**src/design/smlb_pkg.sv**
```systemverilog
// Package: register map, field layout, reset values and timing of the serial master
package smlb_pkg;

	// Register indices on the command port
	localparam logic [3:0] ADDR_PIN_CONFIG_ONE = 4'h0;
	localparam logic [3:0] ADDR_SERIAL_MASTER_CONFIG = 4'h1;
	localparam logic [3:0] ADDR_TRANSMIT_BYTE_LOW = 4'h2;
	localparam logic [3:0] ADDR_TRANSMIT_BYTE_MID = 4'h3;
	localparam logic [3:0] ADDR_TRANSMIT_BYTE_HIGH = 4'h4;
	localparam logic [3:0] ADDR_TRANSFER_EXECUTE = 4'h5;
	localparam logic [3:0] ADDR_RECEIVE_BYTE_LOW = 4'h6;
	localparam logic [3:0] ADDR_RECEIVE_BYTE_MID = 4'h7;
	localparam logic [3:0] ADDR_RECEIVE_BYTE_HIGH = 4'h8;
	localparam logic [3:0] ADDR_COMM_DIAGNOSTIC_CONTROL = 4'h9;
	localparam logic [3:0] ADDR_TRANSFER_STATUS = 4'hA;

	// Field positions
	localparam int MASTER_EN_BIT = 0;
	localparam int BIT_COUNT_LSB = 0;
	localparam int CPOL_BIT = 5;
	localparam int CPHA_BIT = 6;
	localparam int GO_BIT = 0;
	localparam int SS_CTRL_BIT = 1;
	localparam int LOOPBACK_BIT = 0;
	localparam int STATUS_BUSY_BIT = 0;
	localparam int STATUS_DONE_BIT = 1;

	// Reset values
	localparam logic [7:0] RST_PIN_CONFIG_ONE = 8'h00;
	localparam logic [7:0] RST_SERIAL_MASTER_CONFIG = 8'h00;
	localparam logic [7:0] RST_TRANSMIT_BYTE = 8'h00;
	localparam logic [7:0] RST_TRANSFER_EXECUTE = 8'h02;
	localparam logic [7:0] RST_COMM_DIAGNOSTIC_CONTROL = 8'h00;

	// Transfer length limits
	localparam logic [4:0] BITS_MIN = 5'h01;
	localparam logic [4:0] BITS_MAX = 5'h18;
	localparam int DATA_WIDTH = 24;

	// Timing: serial clock period and derived half-period in system cycles
	localparam int CLK_PERIOD_PS = 5000;
	localparam int SCLK_PERIOD_NS = 160;
	localparam int HALF_RAW = (SCLK_PERIOD_NS * 1000 / 2) / CLK_PERIOD_PS;
	localparam int HALF_CYCLES = (HALF_RAW < 1) ? 1 : HALF_RAW;
	localparam int HALF_CNT_W = 8;

	// Serial pin bundle
	typedef struct packed {
		logic sclk;
		logic mosi;
		logic ss_n;
	} smlb_pins_t;

	// Transfer configuration
	typedef struct packed {
		logic cpha;
		logic cpol;
		logic [4:0] bit_count;
	} smlb_cfg_t;

endpackage

```
**src/design/smlb_half_timer.sv**
```systemverilog
// Half-period ticker for the serial clock
`timescale 1ns/10ps
`default_nettype none
module smlb_half_timer (
	input wire logic i_clock,
	input wire logic i_rst_n,
	input wire logic i_run,
	output logic o_tick
);

	logic [smlb_pkg::HALF_CNT_W-1:0] count;
	localparam logic [smlb_pkg::HALF_CNT_W-1:0] LAST =
		smlb_pkg::HALF_CNT_W'(smlb_pkg::HALF_CYCLES - 1);

	// Counter restarts whenever the engine is idle
	always_ff @(posedge i_clock or negedge i_rst_n) begin
		if (!i_rst_n) begin
			count <= '0;
		end else if (!i_run || count == LAST) begin
			count <= '0;
		end else begin
			count <= count + 1'b1;
		end
	end

	assign o_tick = i_run && (count == LAST);

endmodule
`default_nettype wire

```
**src/design/smlb_master.sv**
```systemverilog
// Register-driven serial master with internal loopback
`timescale 1ns/10ps
`default_nettype none
module smlb_master (
	input wire logic i_clock,
	input wire logic i_rst_n,
	input wire logic i_reg_wr_en,
	input wire logic i_reg_rd_en,
	input wire logic [3:0] i_reg_addr,
	input wire logic [7:0] i_reg_wdata,
	output logic [7:0] o_reg_rdata,
	output logic o_reg_rd_valid,
	input wire logic i_miso,
	output smlb_pkg::smlb_pins_t o_pins,
	output logic o_pins_enable,
	output logic o_busy
);

	// Sequencer states
	typedef enum logic [1:0] {
		ST_IDLE,
		ST_SHIFT,
		ST_FINISH
	} smlb_state_t;

	// Software-visible registers
	logic [7:0] pin_config_one;
	smlb_pkg::smlb_cfg_t serial_master_config;
	logic [7:0] transmit_byte_low;
	logic [7:0] transmit_byte_mid;
	logic [7:0] transmit_byte_high;
	logic [7:0] transfer_execute;
	logic [7:0] comm_diagnostic_control;
	logic [23:0] rx_data;
	logic done_flag;

	// Engine state
	smlb_state_t state;
	logic [23:0] shift_tx;
	logic [5:0] edge_cnt;
	logic [5:0] edge_last;
	logic [4:0] bits_used;
	logic cpha_run;
	logic sclk_int;
	logic mosi_int;
	logic tick;
	logic miso_sync;
	logic data_in;
	logic loopback;
	logic loopback_d;
	logic master_en;
	logic ss_ctrl;
	logic leading;
	logic sample_now;
	logic start;
	logic finish;
	logic wr_exe;
	logic [23:0] tx_word;
	logic [23:0] tx_aligned;
	smlb_pkg::smlb_pins_t pins;

	assign master_en = pin_config_one[smlb_pkg::MASTER_EN_BIT];
	assign loopback = comm_diagnostic_control[smlb_pkg::LOOPBACK_BIT];
	assign ss_ctrl = transfer_execute[smlb_pkg::SS_CTRL_BIT];
	assign wr_exe = i_reg_wr_en && (i_reg_addr == smlb_pkg::ADDR_TRANSFER_EXECUTE);
	assign tx_word = {transmit_byte_high, transmit_byte_mid, transmit_byte_low};

	// Length field clamped into the legal range
	always_comb begin
		if (serial_master_config.bit_count < smlb_pkg::BITS_MIN) begin
			bits_used = smlb_pkg::BITS_MIN;
		end else if (serial_master_config.bit_count > smlb_pkg::BITS_MAX) begin
			bits_used = smlb_pkg::BITS_MAX;
		end else begin
			bits_used = serial_master_config.bit_count;
		end
	end

	// Data left-aligned so the first bit out is the top bit
	assign tx_aligned = tx_word << (6'(smlb_pkg::DATA_WIDTH) - {1'b0, bits_used});

	// Go only while idle, and only with pins or loopback available
	assign start = wr_exe && i_reg_wdata[smlb_pkg::GO_BIT] && (state == ST_IDLE)
		&& (master_en || loopback);
	assign finish = (state == ST_FINISH) && tick;

	// Input path: external pin through synchroniser
	smlb_sync u_miso_sync (
		.i_clock(i_clock),
		.i_rst_n(i_rst_n),
		.i_async(i_miso),
		.o_sync(miso_sync)
	);

	// Loopback replaces the external input with the driven bit
	assign data_in = loopback ? mosi_int : (miso_sync && master_en);

	// Half-period timing of the generated clock
	smlb_half_timer u_half_timer (
		.i_clock(i_clock),
		.i_rst_n(i_rst_n),
		.i_run(state != ST_IDLE),
		.o_tick(tick)
	);

	// Edge role: leading edges are even, sampling edge set by phase
	assign leading = ~edge_cnt[0];
	assign sample_now = leading ^ cpha_run;

	// Configuration and data registers written by the host
	always_ff @(posedge i_clock or negedge i_rst_n) begin
		if (!i_rst_n) begin
			pin_config_one <= smlb_pkg::RST_PIN_CONFIG_ONE;
			serial_master_config <= smlb_pkg::RST_SERIAL_MASTER_CONFIG[6:0];
			transmit_byte_low <= smlb_pkg::RST_TRANSMIT_BYTE;
			transmit_byte_mid <= smlb_pkg::RST_TRANSMIT_BYTE;
			transmit_byte_high <= smlb_pkg::RST_TRANSMIT_BYTE;
			comm_diagnostic_control <= smlb_pkg::RST_COMM_DIAGNOSTIC_CONTROL;
		end else if (i_reg_wr_en) begin
			case (i_reg_addr)
				smlb_pkg::ADDR_PIN_CONFIG_ONE: begin
					pin_config_one <= i_reg_wdata;
				end
				smlb_pkg::ADDR_SERIAL_MASTER_CONFIG: begin
					serial_master_config <= i_reg_wdata[6:0];
				end
				smlb_pkg::ADDR_TRANSMIT_BYTE_LOW: begin
					transmit_byte_low <= i_reg_wdata;
				end
				smlb_pkg::ADDR_TRANSMIT_BYTE_MID: begin
					transmit_byte_mid <= i_reg_wdata;
				end
				smlb_pkg::ADDR_TRANSMIT_BYTE_HIGH: begin
					transmit_byte_high <= i_reg_wdata;
				end
				smlb_pkg::ADDR_COMM_DIAGNOSTIC_CONTROL: begin
					comm_diagnostic_control <= i_reg_wdata;
				end
				default: begin
				end
			endcase
		end
	end

	// Execute register: select control kept, go bit self-clears
	always_ff @(posedge i_clock or negedge i_rst_n) begin
		if (!i_rst_n) begin
			transfer_execute <= smlb_pkg::RST_TRANSFER_EXECUTE;
		end else if (wr_exe && state == ST_IDLE) begin
			transfer_execute <= {i_reg_wdata[7:1], 1'b0};
		end
	end

	// Completion flag: set at end of transfer, cleared by an execute write
	always_ff @(posedge i_clock or negedge i_rst_n) begin
		if (!i_rst_n) begin
			done_flag <= 1'b0;
		end else if (finish) begin
			done_flag <= 1'b1;
		end else if (wr_exe) begin
			done_flag <= 1'b0;
		end
	end

	// Transfer sequencer
	always_ff @(posedge i_clock or negedge i_rst_n) begin
		if (!i_rst_n) begin
			state <= ST_IDLE;
			edge_cnt <= '0;
			edge_last <= '0;
			cpha_run <= 1'b0;
		end else begin
			case (state)
				ST_IDLE: begin
					if (start) begin
						state <= ST_SHIFT;
						edge_cnt <= '0;
						edge_last <= {bits_used, 1'b0} - 6'h01;
						cpha_run <= serial_master_config.cpha;
					end
				end
				ST_SHIFT: begin
					if (tick) begin
						edge_cnt <= edge_cnt + 6'h01;
						if (edge_cnt == edge_last) begin
							state <= ST_FINISH;
						end
					end
				end
				ST_FINISH: begin
					if (tick) begin
						state <= ST_IDLE;
					end
				end
				default: begin
					state <= ST_IDLE;
				end
			endcase
		end
	end

	// Internal serial clock, idling at the polarity level
	always_ff @(posedge i_clock or negedge i_rst_n) begin
		if (!i_rst_n) begin
			sclk_int <= 1'b0;
		end else if (state == ST_SHIFT && tick) begin
			sclk_int <= ~sclk_int;
		end else if (state == ST_IDLE) begin
			sclk_int <= serial_master_config.cpol;
		end
	end

	// Transmit shifter, top bit first
	always_ff @(posedge i_clock or negedge i_rst_n) begin
		if (!i_rst_n) begin
			shift_tx <= '0;
			mosi_int <= 1'b0;
		end else if (start) begin
			mosi_int <= tx_aligned[23];
			if (!serial_master_config.cpha) begin
				shift_tx <= {tx_aligned[22:0], 1'b0};
			end else begin
				shift_tx <= tx_aligned;
			end
		end else if (state == ST_SHIFT && tick && !sample_now) begin
			mosi_int <= shift_tx[23];
			shift_tx <= {shift_tx[22:0], 1'b0};
		end
	end

	// Receive shifter, result ends in the low bits
	always_ff @(posedge i_clock or negedge i_rst_n) begin
		if (!i_rst_n) begin
			rx_data <= '0;
		end else if (start) begin
			rx_data <= '0;
		end else if (state == ST_SHIFT && tick && sample_now) begin
			rx_data <= {rx_data[22:0], data_in};
		end
	end

	// Loopback entry detector
	always_ff @(posedge i_clock or negedge i_rst_n) begin
		if (!i_rst_n) begin
			loopback_d <= 1'b0;
		end else begin
			loopback_d <= loopback;
		end
	end

	// Pin drivers: frozen during loopback, select latched on entry
	always_ff @(posedge i_clock or negedge i_rst_n) begin
		if (!i_rst_n) begin
			pins.sclk <= 1'b0;
			pins.mosi <= 1'b0;
			pins.ss_n <= 1'b1;
		end else if (loopback && !loopback_d) begin
			pins.ss_n <= ss_ctrl;
		end else if (!loopback) begin
			pins.sclk <= (state == ST_IDLE) ? serial_master_config.cpol : sclk_int;
			pins.mosi <= mosi_int;
			pins.ss_n <= ss_ctrl;
		end else begin
			pins <= pins;
		end
	end

	// Outputs to the pins and the host
	assign o_pins = pins;
	assign o_pins_enable = master_en;
	assign o_busy = (state != ST_IDLE);

	// Register read port, data one cycle after the request
	always_ff @(posedge i_clock or negedge i_rst_n) begin
		if (!i_rst_n) begin
			o_reg_rdata <= 8'h00;
			o_reg_rd_valid <= 1'b0;
		end else begin
			o_reg_rd_valid <= i_reg_rd_en;
			if (i_reg_rd_en) begin
				case (i_reg_addr)
					smlb_pkg::ADDR_PIN_CONFIG_ONE: begin
						o_reg_rdata <= pin_config_one;
					end
					smlb_pkg::ADDR_SERIAL_MASTER_CONFIG: begin
						o_reg_rdata <= {1'b0, serial_master_config};
					end
					smlb_pkg::ADDR_TRANSMIT_BYTE_LOW: begin
						o_reg_rdata <= transmit_byte_low;
					end
					smlb_pkg::ADDR_TRANSMIT_BYTE_MID: begin
						o_reg_rdata <= transmit_byte_mid;
					end
					smlb_pkg::ADDR_TRANSMIT_BYTE_HIGH: begin
						o_reg_rdata <= transmit_byte_high;
					end
					smlb_pkg::ADDR_TRANSFER_EXECUTE: begin
						o_reg_rdata <= transfer_execute;
					end
					smlb_pkg::ADDR_RECEIVE_BYTE_LOW: begin
						o_reg_rdata <= rx_data[7:0];
					end
					smlb_pkg::ADDR_RECEIVE_BYTE_MID: begin
						o_reg_rdata <= rx_data[15:8];
					end
					smlb_pkg::ADDR_RECEIVE_BYTE_HIGH: begin
						o_reg_rdata <= rx_data[23:16];
					end
					smlb_pkg::ADDR_COMM_DIAGNOSTIC_CONTROL: begin
						o_reg_rdata <= comm_diagnostic_control;
					end
					smlb_pkg::ADDR_TRANSFER_STATUS: begin
						o_reg_rdata <= {6'h00, done_flag, o_busy};
					end
					default: begin
						o_reg_rdata <= 8'h00;
					end
				endcase
			end
		end
	end

endmodule
`default_nettype wire

```
**src/design/smlb_sync.sv**
```systemverilog
// Two-stage synchroniser for an input from outside the clock domain
`timescale 1ns/10ps
`default_nettype none
module smlb_sync (
	input wire logic i_clock,
	input wire logic i_rst_n,
	input wire logic i_async,
	output logic o_sync
);

	logic meta;

	// First stage feeds only the second
	always_ff @(posedge i_clock or negedge i_rst_n) begin
		if (!i_rst_n) begin
			meta <= 1'b0;
			o_sync <= 1'b0;
		end else begin
			meta <= i_async;
			o_sync <= meta;
		end
	end

endmodule
`default_nettype wire

```
**config.mk**
```make
export PLATFORM = sky130hd
export DESIGN_NAME = smlb_master
export DESIGN_NICKNAME = d
export VERILOG_FILES = /design/src/design/smlb_pkg.sv /design/src/design/smlb_half_timer.sv /design/src/design/smlb_master.sv /design/src/design/smlb_sync.sv
export SDC_FILE = /design/constraint.sdc
export NUM_CORES = 1
export LEC_CHECK = 0
export BUFFER_PORTS_ARGS = -buffer_cell sky130_fd_sc_hd__clkbuf_2
export CAP_MARGIN = 30
export CORE_ASPECT_RATIO = 0.6
export CORE_MARGIN = 2
export CORE_UTILIZATION = 65
export CTS_CLUSTER_DIAMETER = 60
export DETAILED_ROUTE_END_ITERATION = 7
export MAX_ROUTING_LAYER = met4
export PLACE_DENSITY = 0.92
export SYNTH_ARGS = -nofsm -noshare
export SYNTH_HDL_FRONTEND = slang
export SYNTH_SLANG_ARGS = --single-unit
export TNS_END_PERCENT = 100
```
**constraint.sdc**
```tcl
create_clock -name i_clock -period 6.7 [get_ports i_clock]
set_input_delay 0.335 -clock i_clock [delete_from_list [all_inputs] [get_ports i_clock]]
set_output_delay 0.335 -clock i_clock [all_outputs]
set_load 0.03 [all_outputs]
```
==> After elaboration in Yosys (flattened, before gate mapping) <==
Index checks and enable logic that the tools add are counted.
{ "totals": {"out_inout_bits": 14, "rom_bits": 0, "word_cells": 118, "mem_count": 0, "ff_bits": 143, "mem_bits_rw": 0, "latchBits": 0, "inputBits": 17} }
{ "op_classes": {"n_shift": 1, "n_bitwise": 5, "mul": 0, "n_reduce_logical": 34, "n_div": 0, "n_eq_ne": 19, "add_sub_neg": 4, "order_cmp": 2, "mux": 26} }
{ "ops": {"columns": ["cell", "count"], "rows": [
  ["$mux W24", 5],
  ["$pmux W8 S11", 1],
  ["$shl A24 B6 Y24", 1],
  ["$eq A4 B3 Y1 const B", 4],
  ["$reduce_and A2 Y1", 8],
  ["$eq A4 B4 Y1 const B", 3],
  ["$logic_and A1 B1 Y1", 12],
  ["$mux W6", 2],
  ["$pmux W6 S2", 1],
  ["$mux W5", 2],
  ["$reduce_bool A2 Y1", 5],
  ["$mux W1", 9],
  ["$add A8 B1 Y8 const B", 1],
  ["$eq A4 B2 Y1 const B", 2],
  ["$eq A8 B4 Y1 const B", 1],
  ["$mux W2", 4],
  ["$mux W8", 1],
  ["$ne A2 B2 Y1 const B", 4],
  ["$add A6 B1 Y6 const B", 1],
  ["$eq A6 B6 Y1", 1],
  ["$pmux W2 S3", 1],
  ["$sub A5 B5 Y6 const A", 1],
  ["$sub A6 B1 Y6 const B", 1],
  ["$gt A5 B5 Y1 const B", 1],
  ["other kinds (13)", 19]
]} }

==> Depth between registers and ports, before layout <==
Gate-level depths: netlist of run 1.
{ "depth": {"depth_word": 7, "mapped_depth": 14, "depth_no_buf": 10} }

==> Hierarchy <==
From an unflattened synthesis of run 1, not the netlist that was laid out.
{ "hier_totals": {"cells_unflattened": 782, "hier_area_um2": 7965.1} }
{ "by_module_without_submodules": {"columns": ["module", "area_per_inst_um2", "instances", "cells_per_inst", "seq_area_each_um2"], "rows": [
  ["smlb_master", 7517.2, 1, 739, 3330.7],
  ["smlb_half_timer", 397.9, 1, 41, 200.2],
  ["smlb_sync", 50.0, 1, 2, 50.0]
]} }

==> Least setup slack after synthesis of run 1 <==
No wires, ideal clock.
{ "synth_timing": {"kind": "register to register", "start": "reg serial_master_config[4] in the netlist's numbering", "end": "reg shift_tx[23]", "path_slack_ps": 3429, "stages_incl_launch_ff": 14, "path_buffers": 5, "synth_period_minus_slack_ps": 3271, "t_arrival_ps": 3137, "setup_time_ps": 134, "t_required_ps": 6566, "cell_sequence": "dfrtp_1 nor4_4 nor2_4 buf_6 buf_6 ha_1 buf_2 buf_2 buf_2 mux4_2 a22oi_1 o22ai_1 o32ai_1 o21ai_1"} }
{ "synth_via": {"elab_chain_len": 7, "elab_cells_between_ends": 8, "cone_classes": "add/sub: 1; order compare: 2; shift: 1; mux: 4"} }
{ "synth_lines": {"columns": ["item", "line", "source"], "rows": [
  ["from (decl)", "smlb_master.sv:28", "smlb_pkg::smlb_cfg_t serial_master_config;"],
  ["from (signal assigned)", "smlb_master.sv:114", "serial_master_config <= smlb_pkg::RST_SERIAL_MASTER_CONFIG[6:0];"],
  ["from (signal assigned)", "smlb_master.sv:125", "serial_master_config <= i_reg_wdata[6:0];"],
  ["$gt A5 B5 Y1", "smlb_master.sv:72", "end else if (serial_master_config.bit_count > smlb_pkg::BITS_MAX) begin"],
  ["$mux W5", "smlb_master.sv:72", null],
  ["$mux W5 (*)", "smlb_master.sv:70", "if (serial_master_config.bit_count < smlb_pkg::BITS_MIN) begin"],
  ["$sub A5 B5 Y6 (*)", "smlb_master.sv:80", "assign tx_aligned = tx_word << (6'(smlb_pkg::DATA_WIDTH) - {1'b0, bits_used});"],
  ["$shl A24 B6 Y24 (*)", "smlb_master.sv:80", null],
  ["$mux W24 (*)", "smlb_master.sv:220", "if (!serial_master_config.cpha) begin"],
  ["$mux W24 (*)", "smlb_master.sv:218", "end else if (start) begin"],
  ["to (signal assigned)", "smlb_master.sv:221", "shift_tx <= {tx_aligned[22:0], 1'b0};"],
  ["to (signal assigned)", "smlb_master.sv:223", "shift_tx <= tx_aligned;"],
  ["to (signal assigned)", "smlb_master.sv:227", "shift_tx <= {shift_tx[22:0], 1'b0};"],
  ["to (decl)", "smlb_master.sv:39", "logic [23:0] shift_tx;"]
]} }
Every way passes the cells marked *; elsewhere a longest branch is shown, timed or not.
A chain may end at the register's enable or synchronous reset.

==> Worst setup path in the final report of run 1 <==
{ "layout_timing": {"start": "reg serial_master_config[4] in the netlist's numbering", "end": "reg shift_tx[21]"} }
Same word-level chain as after synthesis.

==> results of run 1 <==
## power by group through the flow
stage	Combinational [mW]	Sequential [mW]	Clock, mW
detailed placement	0.996	1.08	0
floorplan	0.774	1.03	0
global route	1.11	1.08	1.03
finish	1.04	1.08	0.982
global placement	0.990	1.07	0
CTS	1.01	1.07	0.988
## area by class of cell
type                    instances  area share, %
clock inverters                12           1.72
well taps                     165           2.34
flip-flops and latches        143           40.6
inverters                      12          0.510
repair buffers                 37           2.44
clock buffers                  20           5.17
multi-input cells             522           47.2
## cells by family after synthesis
| family | after synthesis |
|---|---|
| buffers and inverters | 57 |
| AO/OA/AOI/OAI | 190 |
| XOR/XNOR | 18 |
| AND/OR/NAND/NOR | 185 |
| adder cells (fa/ha/maj) | 3 |
| flip-flops | 143 |
| multiplexers | 126 |
## metal layers
| metal | up-vias | routed length [µm] | share of wire (%) | global-route usage (%) |
|---|---|---|---|---|
| met5 | - | 0 | 0 | - |
| met4 | 0 | 291 | 1.3 | 8.57 |
| met3 | 44 | 3120 | 14 | 14.7 |
| met2 | 442 | 9700 | 42 | 47.8 |
| met1 | 3265 | 9960 | 43 | 55.1 |
| li1 | 2749 | - | - | - |
## sequential cells by signal (all words and copies together), names as in the netlist, 2 cells and up
name / flops
rx_data: 24
transfer_execute: 7
edge_cnt: 6
o_pins: 3
o_reg_rdata: 8
u_half_timer.count: 8
transmit_byte_low: 8
serial_master_config: 7
state: 2
pin_config_one: 8
transmit_byte_high: 8
edge_last: 6
shift_tx: 24
transmit_byte_mid: 8
comm_diagnostic_control: 8
## how the worst max path moves through the flow
stage	startpoint	end	slack, ns	cells after the start
after floorplan	serial_master_config[4]$_DFFE_PN0P_	shift_tx[23]$_DFFE_PN0P_	3.43	13
after global placement	serial_master_config[4]$_DFFE_PN0P_	shift_tx[21]$_DFFE_PN0P_	2.62	10
after detailed placement	serial_master_config[4]$_DFFE_PN0P_	shift_tx[21]$_DFFE_PN0P_	2.46	10
after CTS	serial_master_config[4]$_DFFE_PN0P_	shift_tx[21]$_DFFE_PN0P_	2.41	10
after global routing	serial_master_config[4]$_DFFE_PN0P_	shift_tx[21]$_DFFE_PN0P_	1.99	10
final	serial_master_config[4]$_DFFE_PN0P_	shift_tx[21]$_DFFE_PN0P_	2.30	10
## what timing repair did
item                      in CTS  in global routing
buffers inserted               0                  0
gates resized for setup        0                  0
hold endpoints to repair       5                  0
hold buffers                   1                  0
## placed cells by master (no fill, tap or decap), types with 11 or more instances in the layout
cell type                   netlist  routed
sky130_fd_sc_hd__a21oi_1         27      27
sky130_fd_sc_hd__nand3_1         15      15
sky130_fd_sc_hd__clkbuf_16        0      17
sky130_fd_sc_hd__o21ai_0         36      36
sky130_fd_sc_hd__a31oi_1         11      11
sky130_fd_sc_hd__mux4_2          23      23
sky130_fd_sc_hd__nand2b_1        12      12
sky130_fd_sc_hd__dfrtp_1        141     141
sky130_fd_sc_hd__nor2_1          50      50
sky130_fd_sc_hd__mux2i_1         38      38
sky130_fd_sc_hd__a22oi_1         15      15
sky130_fd_sc_hd__a22o_1          26      26
sky130_fd_sc_hd__nand2_1         65      65
sky130_fd_sc_hd__o22ai_1         18      18
sky130_fd_sc_hd__mux2_2          63      63
sky130_fd_sc_hd__clkbuf_2         0      29
## through the flow
stage / total power [mW] / instances / setup WS (ns)
6_report: 3.10 / 911 / 2.30
5_1_grt: 3.22 / 911 / 1.99
4_1_cts: 3.06 / 910 / 2.41
3_5_place_dp: 2.08 / 877 / 2.46
3_3_place_gp: 2.06 / 877 / 2.62
2_1_floorplan: 1.81 / 722 / 3.43
==> impl.org, run 1 <==
** Outcome
- Outcome :: completed

** Synthesis
- By area, the combinational part of the netlist is dominated by multiplexers.
- Portion of netlist area occupied by mux cells :: 20.5%
- The synthesized netlist devotes 17.1% of its cell area to compound gates.
- Post-Syn Nets :: 742
- Sequential cells were found to cover 44.5% of the synthesized design area.
- Yosys instantiated no cell more often than sky130_fd_sc_hd__dfrtp_1.
- Of all flip-flops after synthesis, the portion carrying an async set or reset was 100%.
- During synthesis, Yosys emitted a total of 0 warnings.
- Synthesis inferred 143 register bits.
- By count the netlist is led by sky130_fd_sc_hd__dfrtp_1, sky130_fd_sc_hd__nand2_1, sky130_fd_sc_hd__mux2_2, sky130_fd_sc_hd__nor2_1, sky130_fd_sc_hd__mux2i_1.
- The synthesized netlist devotes 2.43% of its cell area to XOR and XNOR gates.
- Post-synthesis average cell area :: 11.1 µm²
- After synthesis, the cell types taking the most area are sky130_fd_sc_hd__dfrtp_1, sky130_fd_sc_hd__mux2_2, sky130_fd_sc_hd__mux4_2.
- Count of distinct cell types in the synthesized netlist :: 72
- Among all flip-flop cells after synthesis, the most frequent one is sky130_fd_sc_hd__dfrtp_1.
- The mapped netlist covers 8040 µm².
- The biggest area contributor in the post-synthesis netlist is sky130_fd_sc_hd__dfrtp_1.
- Post-Syn Instances :: 722
- Summed over its instances, the top area cell type makes up 43.9% of the synthesized netlist area.
- The synthesized netlist devotes 11.5% of its cell area to simple gates.
- Of the total synthesized cell area, the portion taken by full adders, half adders and majority gates is 0.467%.
- EDFF count, synth :: 0

** Routing
- Per-cell routed wire length :: 25.3 µm
- Wires add up to 23100 µm.
- In the routed layout, each cell is associated on average with a via count of 7.14.
- Summing over every cut layer, the via total after detailed routing is 6500.
- After the first detailed-routing iteration, the DRC count stood at 976.
- DRC violation count after routing :: 0
- For this run, the detailed router's first-pass iteration total came to 7.
- The count of nets left with antenna violations once routing finished came out at 0.

** Cells and area
- Once layout is done, the placed cells without fillers occupy 8830 µm².
- Across the whole layout, storage elements account for 3580 µm².
- Count of antenna diodes in the layout :: 0
- Proportion of layout cells with a drive suffix above 1 :: 24.1%
- Area growth from synthesis to layout :: 9.77%
- The multi-input combinational cells in the finished layout cover a total of 4170 µm².
- In the final design database the tool counted 753 nets.
- Measured on the finished design, the core utilization comes to 73.2%.
- # fillers :: 818

** Pwr
- The internal portion of the total power is 1.95 mW.
- Leak Pwr :: 3.76 nW
- The share of total power dissipated in the clock network is 31.7%.
- Per report_power, the sequential group accounts for 34.8% of the total.
- Switching Fraction :: 37.1%
- For this design the ratio of total power to cell area is 351 nW/µm².
- Summed over all nets, the switching power comes to 1.15 mW.
- IR analysis of the VDD net gives a maximum drop of 0.192 mV.
- Combinational cells account for 33.5% of the total power.

** STA
- Timing would allow up to 228 MHz.
- At the pin with the least slew margin, the transition time is 0.799 ns.
- In this run the tightest slew margin relative to its limit is 46.7%.
- The max-slew violation count is 0.
- Dividing the final minimum period by the clock period gives 65.6%.
- Post-layout minimum cycle time :: 4.40 ns
- Final Skew :: 0.00861 ns
- Setup violations remaining at the end of the flow were counted as 0.
- Final hold analysis gives a worst-case slack of 0.0160 ns.
- Total negative slack :: 0 ns
- Number of hold violations in the final report :: 0
- Unrepaired setup endpoints after global routing :: false

** Clock tree
- Later-pin clock latency in the skew report :: 0.42 ns
- TritonCTS built the clock tree.
- The number of clock buffers added by TritonCTS is 17.
- In this run the number of H-tree levels came out at 4.
- Root Driver :: sky130_fd_sc_hd__clkbuf_16
- Clock-pin transition on the worst setup and hold timing paths :: 0.06 ns
- Clock sink count :: 143
- Max Root-Sink Buffers :: 2

** Die
- Count of standard-cell rows :: 31
- Horizontal die dimension :: 148 µm
- The floorplan step set the die height to 90.2 µm.
- After floorplanning, the core was sized to cover 12100 µm².
- Io pins :: 31
- Area of the die :: 13300 µm²
- Initial standard-cell utilization of the core :: 66.7%

** Place
- Routability-driven placement finished with a final weighted congestion of 0.984.
- I/O Buffers :: 30
- Detailed-placement wirelength estimate :: 16000 µm
- Placed Area :: 8200 µm²

** Worst setup path
- In this run the critical register-to-register path is captured at shift_tx[21]$_DFFE_PN0P_.
- Together, buffers and inverters on the worst path number 1.
- For the worst flop-to-flop path, the logic depth is 10.
- Critical Setup Path Class :: flop to flop
- On the critical path, the stage with the largest delay is an instance of sky130_fd_sc_hd__dfrtp_1.
- Maximum fanout along the worst path :: 25
- The worst setup path is captured at a flop.
- CP arrival :: 4.72 ns
- STA classifies the critical path startpoint as a flop.
- STA puts the critical path data required time at 7.03 ns.
- Worst stage delay on the critical path :: 0.70 ns
- Cell class contributing the biggest share of worst-path delay :: compound AO/OA/AOI/OAI gates
- The signal on the critical path passes through a21boi_2 -> nor2_4 -> ha_1 -> inv_1 -> xnor2_4 -> mux2i_1 -> mux2_1 -> a211oi_1 -> nor3_1 -> a221oi_2.
- Setup slack of the worst register-to-register path :: 2.30 ns
- The startpoint identified for the worst register-to-register timing path is serial_master_config[4]$_DFFE_PN0P_.

** Worst hold path
- In this run the most critical hold path is launched from i_miso.
- The path with the worst hold slack has its endpoint at u_miso_sync.meta$_DFF_PN0_.
- Along the worst hold path, the cell count comes to 1.
- In this run the worst hold path is classified as input port to flop.

** GRT
- The number of antenna violations at the first check in global routing was 0.
- Via count of the first global-routing pass :: 6344
- Summed over all layers, the global routing overflow is 0.
- Global-route wire length before repair :: 36600 µm
- Global routing consumed, over all layers together, 37.2% of the routing resources.
- Largest net degree at the start of global routing :: 86

** Run
- Max capacitance violation total :: 0
No activity file was read; power rests on OpenSTA's default activity.
==> inputs of run 2 (changes only) <==
--- a/config.mk
+++ b/config.mk
@@ -9,11 +9,11 @@
 export CAP_MARGIN = 30
 export CORE_ASPECT_RATIO = 0.6
 export CORE_MARGIN = 2
-export CORE_UTILIZATION = 65
+export CORE_UTILIZATION = 62
 export CTS_CLUSTER_DIAMETER = 60
 export DETAILED_ROUTE_END_ITERATION = 7
 export MAX_ROUTING_LAYER = met4
-export PLACE_DENSITY = 0.92
+export PLACE_DENSITY = 0.89
 export SYNTH_ARGS = -nofsm -noshare
 export SYNTH_HDL_FRONTEND = slang
 export SYNTH_SLANG_ARGS = --single-unit
==> constraint.sdc (replaced) <==
create_clock -name i_clock -period 4.37 [get_ports i_clock]
set_input_delay 0.2185 -clock i_clock [delete_from_list [all_inputs] [get_ports i_clock]]
set_output_delay 0.2185 -clock i_clock [all_outputs]
set_load 0.03 [all_outputs]
==> run 2 against run 1 <==
Non-clock buffer count increased by 4; design area increased by 0.14%; clock skew increased by 0.00060 ns; critical endpoint is now shift_tx[13]$_DFFE_PN0P_; largest cell class unchanged; highest routed layer unchanged.
==> impl.org, run 2 (synthesis results as in run 1) <==
** GRT
- GRT Util Overall :: 35.3%
- The number of antenna violations at the first check in global routing was 0.
- Largest net degree at the start of global routing :: 96
- Via count of the first global-routing pass :: 6361
- Global-route wire length before repair :: 35900 µm
- Summed over all layers, the global routing overflow is 0.

** Die
- Horizontal die dimension :: 151 µm
- Total core area :: 12700 µm²
- The floorplan step defined a die boundary enclosing 13900 µm².
- 31 I/O pins were placed.
- Vertical die dimension :: 92.2 µm
- Count of standard-cell rows :: 32
- Initial standard-cell utilization of the core :: 63.1%

** Worst setup path
- The setup path with the least slack is of type flop to flop.
- CP arrival :: 4.00 ns
- Data on the critical path is required at its endpoint by 4.67 ns.
- Worst stage delay on the critical path :: 0.86 ns
- Maximum fanout along the worst path :: 18
- Setup slack of the worst register-to-register path :: 0.68 ns
- Number of buffer and inverter instances along the worst setup path :: 0
- Among the stages of the critical path, the cell type that occurs most often is sky130_fd_sc_hd__a22oi_1.
- Critical-path top delay cell :: sky130_fd_sc_hd__ha_1
- R2r worst-path depth :: 8
- Crit-path cells :: nor4_4 -> nor2_4 -> ha_1 -> mux4_2 -> mux2i_1 -> a22oi_1 -> a22oi_1 -> nand2_1
- The startpoint identified for the worst register-to-register timing path is serial_master_config[4]$_DFFE_PN0P_.
- Element type at the critical path start :: flop
- Cell class contributing the biggest share of worst-path delay :: multiplexers
- Critical path endpoint category :: flop
- Crit Reg-Reg Endpoint :: shift_tx[13]$_DFFE_PN0P_

** Clock tree
- H-tree Lvls :: 4
- Buffers inserted to repair hold after CTS numbered 2.
- In this run the deepest clock path goes through 2 buffers.
- In this run the clock root is driven by a sky130_fd_sc_hd__clkbuf_16.
- In this run, CTS created clock tree buffers numbering 17.
- Clock-pin transition on the worst setup and hold timing paths :: 0.07 ns
- Later-pin clock latency in the skew report :: 0.43 ns
- Post-CTS setup buffer count :: 0
- Post-cts repair resize count :: 0
- Counting every sink on the clock net gives 143.
- TritonCTS clock tree :: yes

** Pwr
- For this design the total switching power over the nets is 1.82 mW.
- Switching Fraction :: 38.7%
- Combinational Power Share :: 34.0%
- Total chip power :: 4.70 mW
- Internal Dissipation :: 2.88 mW
- For this design the static power due to leakage is 3.76 nW.
- Power Dens Cells :: 532 nW/µm²
- The clock network burns 30.8% of the power.
- Sequential power share :: 35.2%
- IR analysis of the VDD net gives a maximum drop of 0.276 mV.

** STA
- Worst Tran Pin Value :: 0.874 ns
- Unrepaired setup endpoints after global routing :: false
- In this run the tightest slew margin relative to its limit is 41.8%.
- Fmax achieved :: 271 MHz
- Number of hold violations in the final report :: 0
- Hold slack final :: 0.0252 ns
- Post-layout minimum cycle time :: 3.69 ns
- Of the available clock period, the critical path in the final layout requires 84.5%.
- Pins over their slew limit :: 0
- Setup Viol. Count Final :: 0
- Total negative slack :: 0 ns
- Final Skew :: 0.00921 ns
- Worst path setup slack after routing :: 0.676 ns

** Cells and area
- Once layout is complete, the utilization of the core stands at 69.4%.
- The top cell types in the final layout, fill and taps aside, are sky130_fd_sc_hd__dfrtp_1, sky130_fd_sc_hd__nand2_1, sky130_fd_sc_hd__mux2_2, sky130_fd_sc_hd__nor2_1, sky130_fd_sc_hd__mux2i_1.
- Final Non-Filler Cells :: 920
- Multi-input gate area :: 4170 µm²
- Area growth from synthesis to layout :: 9.93%
- FF+latch area :: 3580 µm²
- Proportion of layout cells with a drive suffix above 1 :: 24.5%
- # fillers :: 888
- The net count of the finished layout is 757.
- Post-route cell area :: 8840 µm²
- The largest registers in the layout are rx_data: 24 flops, shift_tx: 24 flops.
- 0 antenna diodes ended up in the layout.
- The library cell used most frequently in the layout, excluding fill and tap cells, is sky130_fd_sc_hd__dfrtp_1.

** Routing
- The first TritonRoute pass finished after 6 iterations.
- In the final routed layout, each cell accounts on average for 24.6 µm.
- Via count normalized by instance count :: 7.05
- Total vias in the final route :: 6485
- Violation count after the first detailed-route iteration :: 1054
- Remaining number of nets flagged by the antenna check after routing :: 0
- In the routed design, unresolved DRC markers number 0.
- Total Routed Length :: 22600 µm

** Run
- Max capacitance violation total :: 0

** Place
- Once detailed placement completed, the half-perimeter wirelength came to 15800 µm.
- Routability-driven placement finished with a final weighted congestion of 0.993.
- Post-place setup slack :: 0.793 ns
- Placed Area :: 8230 µm²
- I/O Buffers :: 30
- DP Cell Count :: 885

** Worst hold path
- The startpoint identified for the worst hold timing path is i_reg_rd_en.
- Along the worst hold path, the cell count comes to 1.
- Path class of the lowest-slack min-delay path :: input port to flop
- Endpoint of the worst hold path :: o_reg_rd_valid$_DFF_PN0_

** Outcome
- Outcome :: completed
==> run 2: worst max-delay path by stage <==
stage          slack (ns)                       end  depth (start not counted)                                start
2_1_floorplan        1.10  shift_tx[23]$_DFFE_PN0P_                         13  serial_master_config[4]$_DFFE_PN0P_
3_3_place_gp         0.89  shift_tx[10]$_DFFE_PN0P_                          8  serial_master_config[4]$_DFFE_PN0P_
3_5_place_dp         0.79  shift_tx[16]$_DFFE_PN0P_                          9  serial_master_config[4]$_DFFE_PN0P_
4_1_cts              0.76  shift_tx[13]$_DFFE_PN0P_                          8  serial_master_config[4]$_DFFE_PN0P_
5_1_grt              0.43  shift_tx[16]$_DFFE_PN0P_                          9  serial_master_config[4]$_DFFE_PN0P_
6_report             0.68  shift_tx[13]$_DFFE_PN0P_                          8  serial_master_config[4]$_DFFE_PN0P_
==> run 2: area by class of cell <==
cell class,count,share of cell area (%)
clock inverter,14,1.66
inverter,12,0.510
tap,170,2.41
clock buffer,18,4.97
sequential,143,40.5
multi-input combinational,522,47.2
timing repair buffer,41,2.76
==> run 2: worst reg2reg max path, delay by kind of cell (launching register included) <==
family / cells / cell delay, ns
DFF: 1 / 0.58
AOI/OAI and AO/OA: 2 / 0.42
and+or+nand+nor: 3 / 0.63
adders and majority gates: 1 / 0.86
muxes: 2 / 1.07
==> run 2: power by group through the flow <==
stage               combinational (mW)  clock, mW  sequential [mW]
floorplan                         1.19          0             1.58
global placement                  1.51          0             1.64
detailed placement                1.53          0             1.66
CTS                               1.54       1.45             1.64
global route                      1.70       1.51             1.66
finish                            1.60       1.45             1.65
==> run 2: metal layers <==
| metal | GRT usage (%) | vias to the layer above | share of wire, % | wire [µm] |
|---|---|---|---|---|
| li1 | - | 2752 | - | - |
| met2 | 47.4 | 427 | 42 | 9550 |
| met1 | 51.4 | 3257 | 43 | 9640 |
| met4 | 8.33 | 0 | 1.6 | 354 |
| met5 | - | - | 0 | 0 |
| met3 | 12.9 | 49 | 14 | 3060 |
